## src/core/cispc_pkg.sv

```systemverilog
package cispc_pkg;

  // Register address and layout of the power-control register
  localparam logic [7:0] PWR_CTRL_ADDR = 8'h87;
  localparam logic [7:0] PWR_CTRL_RESET = 8'h00;
  localparam int IDLE_SEL_BIT = 0;
  localparam int STOP_SEL_BIT = 1;
  localparam int UART_STATUS1_BIT = 3;
  localparam int UART_BAUD_DOUBLE1_BIT = 4;
  localparam int UART_STATUS0_BIT = 6;
  localparam int UART_BAUD_DOUBLE0_BIT = 7;
  // Bits that hold plain storage (UART bits); the rest read zero
  localparam logic [7:0] PWR_CTRL_STORE_MASK = 8'hd8;

  // Reset vector that the core restarts at
  localparam logic [15:0] RESET_VECTOR = 16'h0000;

  // Missing-clock timeout in microseconds, and its cycle count
  localparam int DETECTOR_TIMEOUT_US = 100;
  localparam int CLK_MHZ = 20;
  localparam int DETECTOR_TIMEOUT_CYC = DETECTOR_TIMEOUT_US * CLK_MHZ;

  // Power modes
  typedef enum logic [1:0] {
    CISPC_RUN = 2'b00,
    CISPC_IDLE = 2'b01,
    CISPC_STOP = 2'b10
  } cispc_mode_e;

  // Special function register write/read port from the core
  typedef struct packed {
    logic wrEn;
    logic rdEn;
    logic [7:0] addr;
    logic [7:0] wrData;
    logic instrDone;
  } cispc_sfr_s;

  // Gating outputs
  typedef struct packed {
    logic cpuHalt;
    logic periphClkEn;
    logic sysClkEn;
    logic oscEn;
  } cispc_gate_s;

endpackage

```

## src/core/cispc_power_ctrl.sv

```systemverilog
`timescale 1ns/10ps
module cispc_power_ctrl import cispc_pkg::*; (
  // Clock and reset
  input wire logic sys_clk,
  input wire logic resetn,
  // Special function register port from the core
  input cispc_sfr_s sfr,
  output logic [7:0] sfrRdData,
  output logic sfrRdHit,
  // Wake and reset events
  input wire logic irqPending,
  input wire logic extResetPinN,
  input wire logic watchdogExpire,
  input wire logic missingClockDetectorExpire,
  // Gating and status outputs
  output cispc_gate_s gate,
  output logic coreResetReq,
  output logic [15:0] restartVector,
  output logic irqWake,
  output cispc_mode_e mode,
  output logic [7:0] uartCtrl
);

  // All module state in one struct
  typedef struct packed {
    cispc_mode_e mode;
    logic [7:0] store;
    logic armIdle;
    logic armStop;
    logic rstReq;
    logic wake;
    logic [7:0] rdData;
  } cispc_state_s;

  cispc_state_s st_r; // Registered state
  cispc_state_s st_nxt; // Next value of the state
  logic extResetPinSyncN; // Pin reset after two flops, still active low
  logic pwrWrite; // Core writes the power-control register this cycle
  logic anyReset; // Any reset source that ends a low-power mode

  // External reset pin crosses in from outside the clock domain
  // Stages start at the pin's idle high level, so no false pin reset follows resetn
  cispc_sync #(
    .WIDTH(1),
    .RESET_VAL(1'b1)
  ) uResetSync (
    .sys_clk(sys_clk),
    .resetn(resetn),
    .asyncIn(extResetPinN),
    .syncOut(extResetPinSyncN)
  );

  // Register decode
  assign pwrWrite = sfr.wrEn && (sfr.addr == PWR_CTRL_ADDR);
  // Internal or external reset sources
  // Watchdog and detector come from logic on this clock, so they need no sync
  assign anyReset = !extResetPinSyncN || watchdogExpire || missingClockDetectorExpire;

  // Next-state logic
  always_comb begin
    st_nxt = st_r;
    st_nxt.rstReq = 1'b0;
    st_nxt.wake = 1'b0;
    // Write stores UART bits; reserved and mode bits never stored
    if (pwrWrite) begin
      st_nxt.store = sfr.wrData & PWR_CTRL_STORE_MASK;
      // Only a one arms a mode; a zero does nothing
      if (sfr.wrData[STOP_SEL_BIT]) begin
        st_nxt.armStop = 1'b1;
      end else if (sfr.wrData[IDLE_SEL_BIT]) begin
        st_nxt.armIdle = 1'b1;
      end
    end
    // Read data: mode bits read zero
    st_nxt.rdData = st_r.store & PWR_CTRL_STORE_MASK;
    case (st_r.mode)
      CISPC_RUN: begin
        // Entry waits until the writing instruction completes
        if (sfr.instrDone && (st_r.armStop || st_nxt.armStop)) begin
          st_nxt.mode = CISPC_STOP;
          st_nxt.armStop = 1'b0;
          st_nxt.armIdle = 1'b0;
        end else if (sfr.instrDone && (st_r.armIdle || st_nxt.armIdle)) begin
          st_nxt.mode = CISPC_IDLE;
          st_nxt.armIdle = 1'b0;
        end
      end
      CISPC_IDLE: begin
        // Reset outranks interrupt wake
        if (anyReset) begin
          st_nxt.mode = CISPC_RUN;
          st_nxt.rstReq = 1'b1;
        end else if (irqPending) begin
          // Core resumes and takes the interrupt; its return address is the
          // instruction after the idle write, kept by the core's own PC
          st_nxt.mode = CISPC_RUN;
          st_nxt.wake = 1'b1;
        end
      end
      CISPC_STOP: begin
        // Interrupts ignored; only a reset restarts the oscillator
        if (anyReset) begin
          st_nxt.mode = CISPC_RUN;
          st_nxt.rstReq = 1'b1;
        end
      end
      default: begin
        st_nxt.mode = CISPC_RUN;
      end
    endcase
  end

  // State register; the register itself resets to zero
  always_ff @(posedge sys_clk or negedge resetn) begin
    if (!resetn) begin
      st_r <= '{mode: CISPC_RUN, store: PWR_CTRL_RESET, armIdle: 1'b0, armStop: 1'b0,
                rstReq: 1'b0, wake: 1'b0, rdData: 8'h00};
    end else begin
      st_r <= st_nxt;
    end
  end

  // Gating: idle holds only the CPU, so its state is frozen but kept
  always_comb begin
    gate.cpuHalt = (st_r.mode != CISPC_RUN);
    gate.periphClkEn = (st_r.mode != CISPC_STOP);
    gate.sysClkEn = (st_r.mode != CISPC_STOP);
    gate.oscEn = (st_r.mode != CISPC_STOP);
  end

  // Outputs from flops; sfrRdHit is decoded from the port, restartVector is a constant
  assign sfrRdData = st_r.rdData;
  assign sfrRdHit = sfr.rdEn && (sfr.addr == PWR_CTRL_ADDR);
  assign coreResetReq = st_r.rstReq;
  assign restartVector = RESET_VECTOR;
  assign irqWake = st_r.wake;
  assign mode = st_r.mode;
  assign uartCtrl = st_r.store;

  // Assertions

  // Only a reset may take the part out of stop
  a_stop_only_reset: assert property (@(posedge sys_clk) disable iff (!resetn)
    (st_r.mode == CISPC_STOP && !anyReset) |=> (st_r.mode == CISPC_STOP))
    else $error("stop left without reset");

  // A pending interrupt in idle resumes the core on the next edge
  a_idle_irq_wake: assert property (@(posedge sys_clk) disable iff (!resetn)
    (st_r.mode == CISPC_IDLE && irqPending && !anyReset) |=> irqWake && !gate.cpuHalt)
    else $error("interrupt did not wake idle");

  // Idle holds only the core; clocks and peripherals keep running
  a_idle_clocks_run: assert property (@(posedge sys_clk) disable iff (!resetn)
    (mode == CISPC_IDLE) |-> gate.cpuHalt && gate.sysClkEn && gate.periphClkEn)
    else $error("idle gating wrong");

  // Stop halts the core, the clock, the oscillator and the peripheral clocks
  a_stop_clocks_off: assert property (@(posedge sys_clk) disable iff (!resetn)
    (mode == CISPC_STOP) |-> gate.cpuHalt && !gate.sysClkEn && !gate.oscEn
    && !gate.periphClkEn)
    else $error("stop gating wrong");

  // An idle write enters idle once its instruction completes
  a_idle_entry: assert property (@(posedge sys_clk) disable iff (!resetn)
    (mode == CISPC_RUN && pwrWrite && sfr.wrData[1:0] == 2'b01 && sfr.instrDone)
    |=> mode == CISPC_IDLE)
    else $error("idle not entered");

  // A stop write enters stop once its instruction completes
  a_stop_entry: assert property (@(posedge sys_clk) disable iff (!resetn)
    (mode == CISPC_RUN && pwrWrite && sfr.wrData[STOP_SEL_BIT] && sfr.instrDone)
    |=> mode == CISPC_STOP)
    else $error("stop not entered");

  // A watchdog reset ends either low-power mode
  a_reset_exit: assert property (@(posedge sys_clk) disable iff (!resetn)
    (mode != CISPC_RUN && watchdogExpire) |=> coreResetReq && mode == CISPC_RUN)
    else $error("reset did not end low power");

  // Mode and reserved bits never read back
  a_mode_bits_zero: assert property (@(posedge sys_clk) disable iff (!resetn)
    sfrRdData[1:0] == 2'b00 && sfrRdData[5] == 1'b0 && sfrRdData[2] == 1'b0)
    else $error("mode or reserved bits read nonzero");

  // A write with both mode bits clear leaves the part running
  a_zero_write_noop: assert property (@(posedge sys_clk) disable iff (!resetn)
    (mode == CISPC_RUN && pwrWrite && sfr.wrData[1:0] == 2'b00 && !st_r.armIdle
     && !st_r.armStop) |=> mode == CISPC_RUN)
    else $error("zero write changed mode");

  // An interrupt is ignored in stop and raises no wake pulse
  a_stop_irq_ignored: assert property (@(posedge sys_clk) disable iff (!resetn)
    (mode == CISPC_STOP && irqPending && !anyReset) |=> mode == CISPC_STOP && !irqWake)
    else $error("interrupt acted in stop");

  // The detector's reset ends stop and asks for a core reset
  a_detector_exit: assert property (@(posedge sys_clk) disable iff (!resetn)
    (mode == CISPC_STOP && missingClockDetectorExpire) |=> coreResetReq && mode == CISPC_RUN)
    else $error("detector reset did not end stop");

  // The stored bits hold still through idle unless the core writes them
  a_store_kept_idle: assert property (@(posedge sys_clk) disable iff (!resetn)
    (mode == CISPC_IDLE && !pwrWrite) |=> $stable(uartCtrl))
    else $error("register changed in idle");

  // The wake request is a single-cycle pulse
  a_wake_pulse_once: assert property (@(posedge sys_clk) disable iff (!resetn)
    irqWake |=> !irqWake)
    else $error("wake pulse too long");

  // The core reset request is a single-cycle pulse
  a_reset_pulse_once: assert property (@(posedge sys_clk) disable iff (!resetn)
    coreResetReq |=> !coreResetReq)
    else $error("reset request pulse too long");

endmodule

```

## src/core/cispc_sync.sv

```systemverilog
`timescale 1ns/10ps
// Two-stage synchroniser for pin-level inputs
module cispc_sync import cispc_pkg::*; #(
  parameter int WIDTH = 1,
  parameter logic [WIDTH-1:0] RESET_VAL = '0
) (
  // Clock and reset
  input wire logic sys_clk,
  input wire logic resetn,
  // Data
  input wire logic [WIDTH-1:0] asyncIn,
  output logic [WIDTH-1:0] syncOut
);

  // Both stages in one state word; stage one is read only by stage two
  typedef struct packed {
    logic [WIDTH-1:0] stage1;
    logic [WIDTH-1:0] stage2;
  } cispc_sync_s;

  cispc_sync_s st_r; // Registered stages
  cispc_sync_s st_nxt; // Next value of both stages

  // Shift the input one stage along per clock
  always_comb begin
    st_nxt.stage1 = asyncIn;
    st_nxt.stage2 = st_r.stage1;
  end

  // Stages start at the input's idle level, so release of reset shows no false edge
  always_ff @(posedge sys_clk or negedge resetn) begin
    if (!resetn) begin
      st_r <= '{stage1: RESET_VAL, stage2: RESET_VAL};
    end else begin
      st_r <= st_nxt;
    end
  end

  // Only the second stage is seen outside
  assign syncOut = st_r.stage2;

endmodule

```

## config.mk

```make
export PLATFORM = sky130hd
export DESIGN_NAME = cispc_power_ctrl
export DESIGN_NICKNAME = d
export VERILOG_FILES = /design/src/core/cispc_pkg.sv /design/src/core/cispc_power_ctrl.sv /design/src/core/cispc_sync.sv
export SDC_FILE = /design/constraint.sdc
export NUM_CORES = 1
export LEC_CHECK = 0
export ABC_AREA = 1
export BUFFER_PORTS_ARGS = -buffer_cell sky130_fd_sc_hd__buf_2
export CELL_PAD_IN_SITES_DETAIL_PLACEMENT = 1
export CELL_PAD_IN_SITES_GLOBAL_PLACEMENT = 2
export CORE_ASPECT_RATIO = 1.2
export CORE_MARGIN = 1.5
export CORE_UTILIZATION = 22
export DETAILED_ROUTE_END_ITERATION = 12
export PLACE_DENSITY_LB_ADDON = 0.1
export SYNTH_ARGS = -nofsm -noshare
export SYNTH_HDL_FRONTEND = slang
export SYNTH_HIERARCHICAL = 1
export SYNTH_SLANG_ARGS = --single-unit
```

## constraint.sdc

```tcl
create_clock -name sys_clk -period 1.6 [get_ports sys_clk]
set_clock_uncertainty 0.05 [all_clocks]
set_input_delay 0.08 -clock sys_clk [delete_from_list [all_inputs] [get_ports sys_clk]]
set_output_delay 0.08 -clock sys_clk [all_outputs]
set_load 0.05 [all_outputs]
```

==> flow_summary.json <==
{
  "final.period_utilization_pct": 90.1,
  "grt_pass1_vias": 765,
  "num_vias": 760,
  "fin_nets": 176,
  "clk_pin_slew_worst_paths_ns": 0.06,
  "grt_max_degree": 17,
  "hold_depth": 2,
  "worst-r2r-setup-slack_ns": 0.19,
  "die_area_um2": 5080,
  "synth_common_cells": "buf_4, inv_1, nand2_1",
  "crit_required_ns": 1.47,
  "post-dp-hpwl_mm": 1.80,
  "drc": 0,
  "antenna_cells": 0,
  "stdcell_area_um2": 1190,
  "dp.cells": 199,
  "io_pins": 66,
  "avgRoutedWirePerCell_um": 10.0,
  "drive_gt1_share_pct": 37.4,
  "yosysMostFrequentCell": "buf_4",
  "utilization_pct": 26.4,
  "synth_area_leaders": "dfrtp_1, buf_4, inv_1",
  "cts_sinks": 16,
  "ff2ff_path_depth": 4,
  "power_w": 0.00128,
  "rr_endpoint": "mode[0]",
  "antenna_found_initial": 0,
  "cts_buffers": 3,
  "slowest_stage": "dfrtp_1",
  "crit_fanout": 5,
  "avgSynthCellArea_um2": 8.92,
  "power_per_cell_area_nw_per_um2": 1070,
  "critPathMaxStageDelay_ns": 0.37,
  "drv_cap": 0,
  "r2r-start": "uResetSync/syncOut",
  "status": "complete, no violations",
  "place.gp.congestion": 0.671,
  "maxSlewViolCount": 0,
  "critPathKind": "reg -> out",
  "initial_core_util_pct": 22.7,
  "crit_top_cell": "inv_1",
  "final_antenna_net_count": 0,
  "netlist_area_um2": 1030,
  "overflow": 0,
  "dpl_cell_area_um2": 1110,
  "fp.coreArea_um2": 4530,
  "hold_viol": 0,
  "grtUsageTotal_pct": 8.63,
  "port_buffers": 39,
  "root_buffer": "clkbuf_8",
  "holdWs_ns": 0.0139,
  "synth_edf_count": 0,
  "end_kind": "primary output",
  "worstPathArrival_ns": 1.31,
  "peakVddDrop_uv": 265,
  "hold_path.class": "in -> reg",
  "wirelength_mm": 2.06,
  "ys_ff_latch": 16,
  "die_h_um": 77.8,
  "cp_cell_sequence": "inv_1, ha_1, inv_1, buf_2",
  "critPathTopFamily": "buffers and inverters",
  "grt_pass1_wl_mm": 3.39,
  "yosysSeqAreaShare_pct": 39.3,
  "layout.cells.non_filler": 205,
  "synth_cells": 115,
  "syn_to_final_growth_pct": 16.3,
  "ys.flop_type": "dfrtp_1",
  "p_leak_nw": 0.705,
  "synth_top_area_share_pct": 34.1,
  "fmax_mhz": 694,
  "worstSkewPairLatency_ns": 0.25,
  "synth-async-reset-ratio_pct": 100,
  "cts_tree": "done",
  "first_pass_iters": 2,
  "drtIter0Drc": 17,
  "setup_violations": 0,
  "start_kind": "flip-flop",
  "yosysUniqueCellTypes": 19,
  "hold_start": "sfr[4]",
  "synth_area_leader_cell": "dfrtp_1",
  "hold_path_end": "uartCtrl[3]",
  "min_period_ns": 1.44,
  "cts.htree.levels": 1,
  "cts_buffer_depth": 2,
  "rows": 27,
  "via_per_inst": 3.71,
  "rsz0062_at_grt": "false",
  "yosys_warnings": 6,
  "critPathBufInv": 3,
  "chipWidth_um": 65.3
}
[worst register-to-register path, stage by stage, from the launching register on]
cell and delay, ns:
dfstp_2 0.51, nor3b_1 0.36, o21ai_2 0.15, nand3_1 0.13
a22oi_1 0.09
[state kept, by name, summed over array words and instances (netlist names)]
signal / flops
sfrRdData: 4
st_r: 2
uartCtrl: 4
uResetSync/syncOut: 1
coreResetReq: 1
uResetSync/st_nxt: 1
mode: 2
irqWake: 1
[layer usage]
metal  global-route usage (%)  vias up  wire (um)
met1                     9.44      353        745
li1                         -      358          -
met4                     5.00        0         51
met5                        0        -          0
met3                     1.88        5        190
met2                     15.0       44       1070
[placed cells by master (no fill, tap or decap)]
| cell type | n |
|---|---|
| dlygate4sd3_1 | 2 |
| mux2_1 | 1 |
| nor3b_2 | 1 |
| nor3b_1 | 1 |
| nand3_1 | 4 |
| inv_1 | 17 |
| nor3_2 | 1 |
| clkbuf_8 | 4 |
| nand4_1 | 2 |
| mux2_2 | 3 |
| nor2_2 | 2 |
| conb_1 | 24 |
| dfrtp_1 | 14 |
| nand2_1 | 15 |
| a22oi_1 | 3 |
| ha_1 | 3 |
| nand4_2 | 2 |
| nor2_1 | 5 |
| buf_2 | 39 |
| o21ai_2 | 1 |
| a21oi_1 | 1 |
| dfstp_2 | 2 |
[where the power goes]
group	switching, W	total, W	leakage (nW)	internal, W
sequential	0.0000139	0.000450	0.214	0.000437
combinational	0.000383	0.000475	0.462	0.0000919
clock	0.000134	0.000352	0.0288	0.000218
[timing repair]
item	4_1_cts	5_1_grt
endpoints found under the hold margin	15	0
resized for setup	1	1
setup buffers	0	0
hold buffers	2	0
endpoints found under the setup margin	2	2
[how the worst max path moves through the flow]
stage                        from      end  slack (ns)  depth (start not counted)
4_1_cts        uResetSync/syncOut  mode[0]        0.08                          4
3_5_place_dp   uResetSync/syncOut  mode[0]      -0.002                          4
2_1_floorplan             mode[1]  mode[1]        0.21                          8
3_3_place_gp              mode[1]  mode[0]        0.05                          7
6_report                  mode[0]  gate[3]        0.16                          4
5_1_grt        uResetSync/syncOut  mode[0]        0.06                          4
[metrics by stage]
step | setup TNS [ns] | worst slack (ns)
floorplan | 0 | 0.215
global placement | 0 | 0.0466
detailed placement | -0.00210 | -0.00210
CTS | 0 | 0.0831
global route | 0 | 0.0573
finish | 0 | 0.158
[layout make-up]
type / instances / area (um2)
Clock buffer: 4 / 55.1
Fill cell: 559 / 3330
Inverter: 17 / 63.8
Multi-Input combinational cell: 69 / 384
Sequential cell: 16 / 403
Tap cell: 58 / 72.6
Timing Repair Buffer: 41 / 215
[kinds of logic after synthesis]
family / synth area share, %
AND/OR/NAND/NOR: 16.6
flip-flops: 39.3
adder cells (fa/ha/maj): 3.66
AO/OA/AOI/OAI: 3.17
other: 0.366
multiplexers: 4.39
buffers and inverters: 32.6
(Power assumes the default switching activity.)
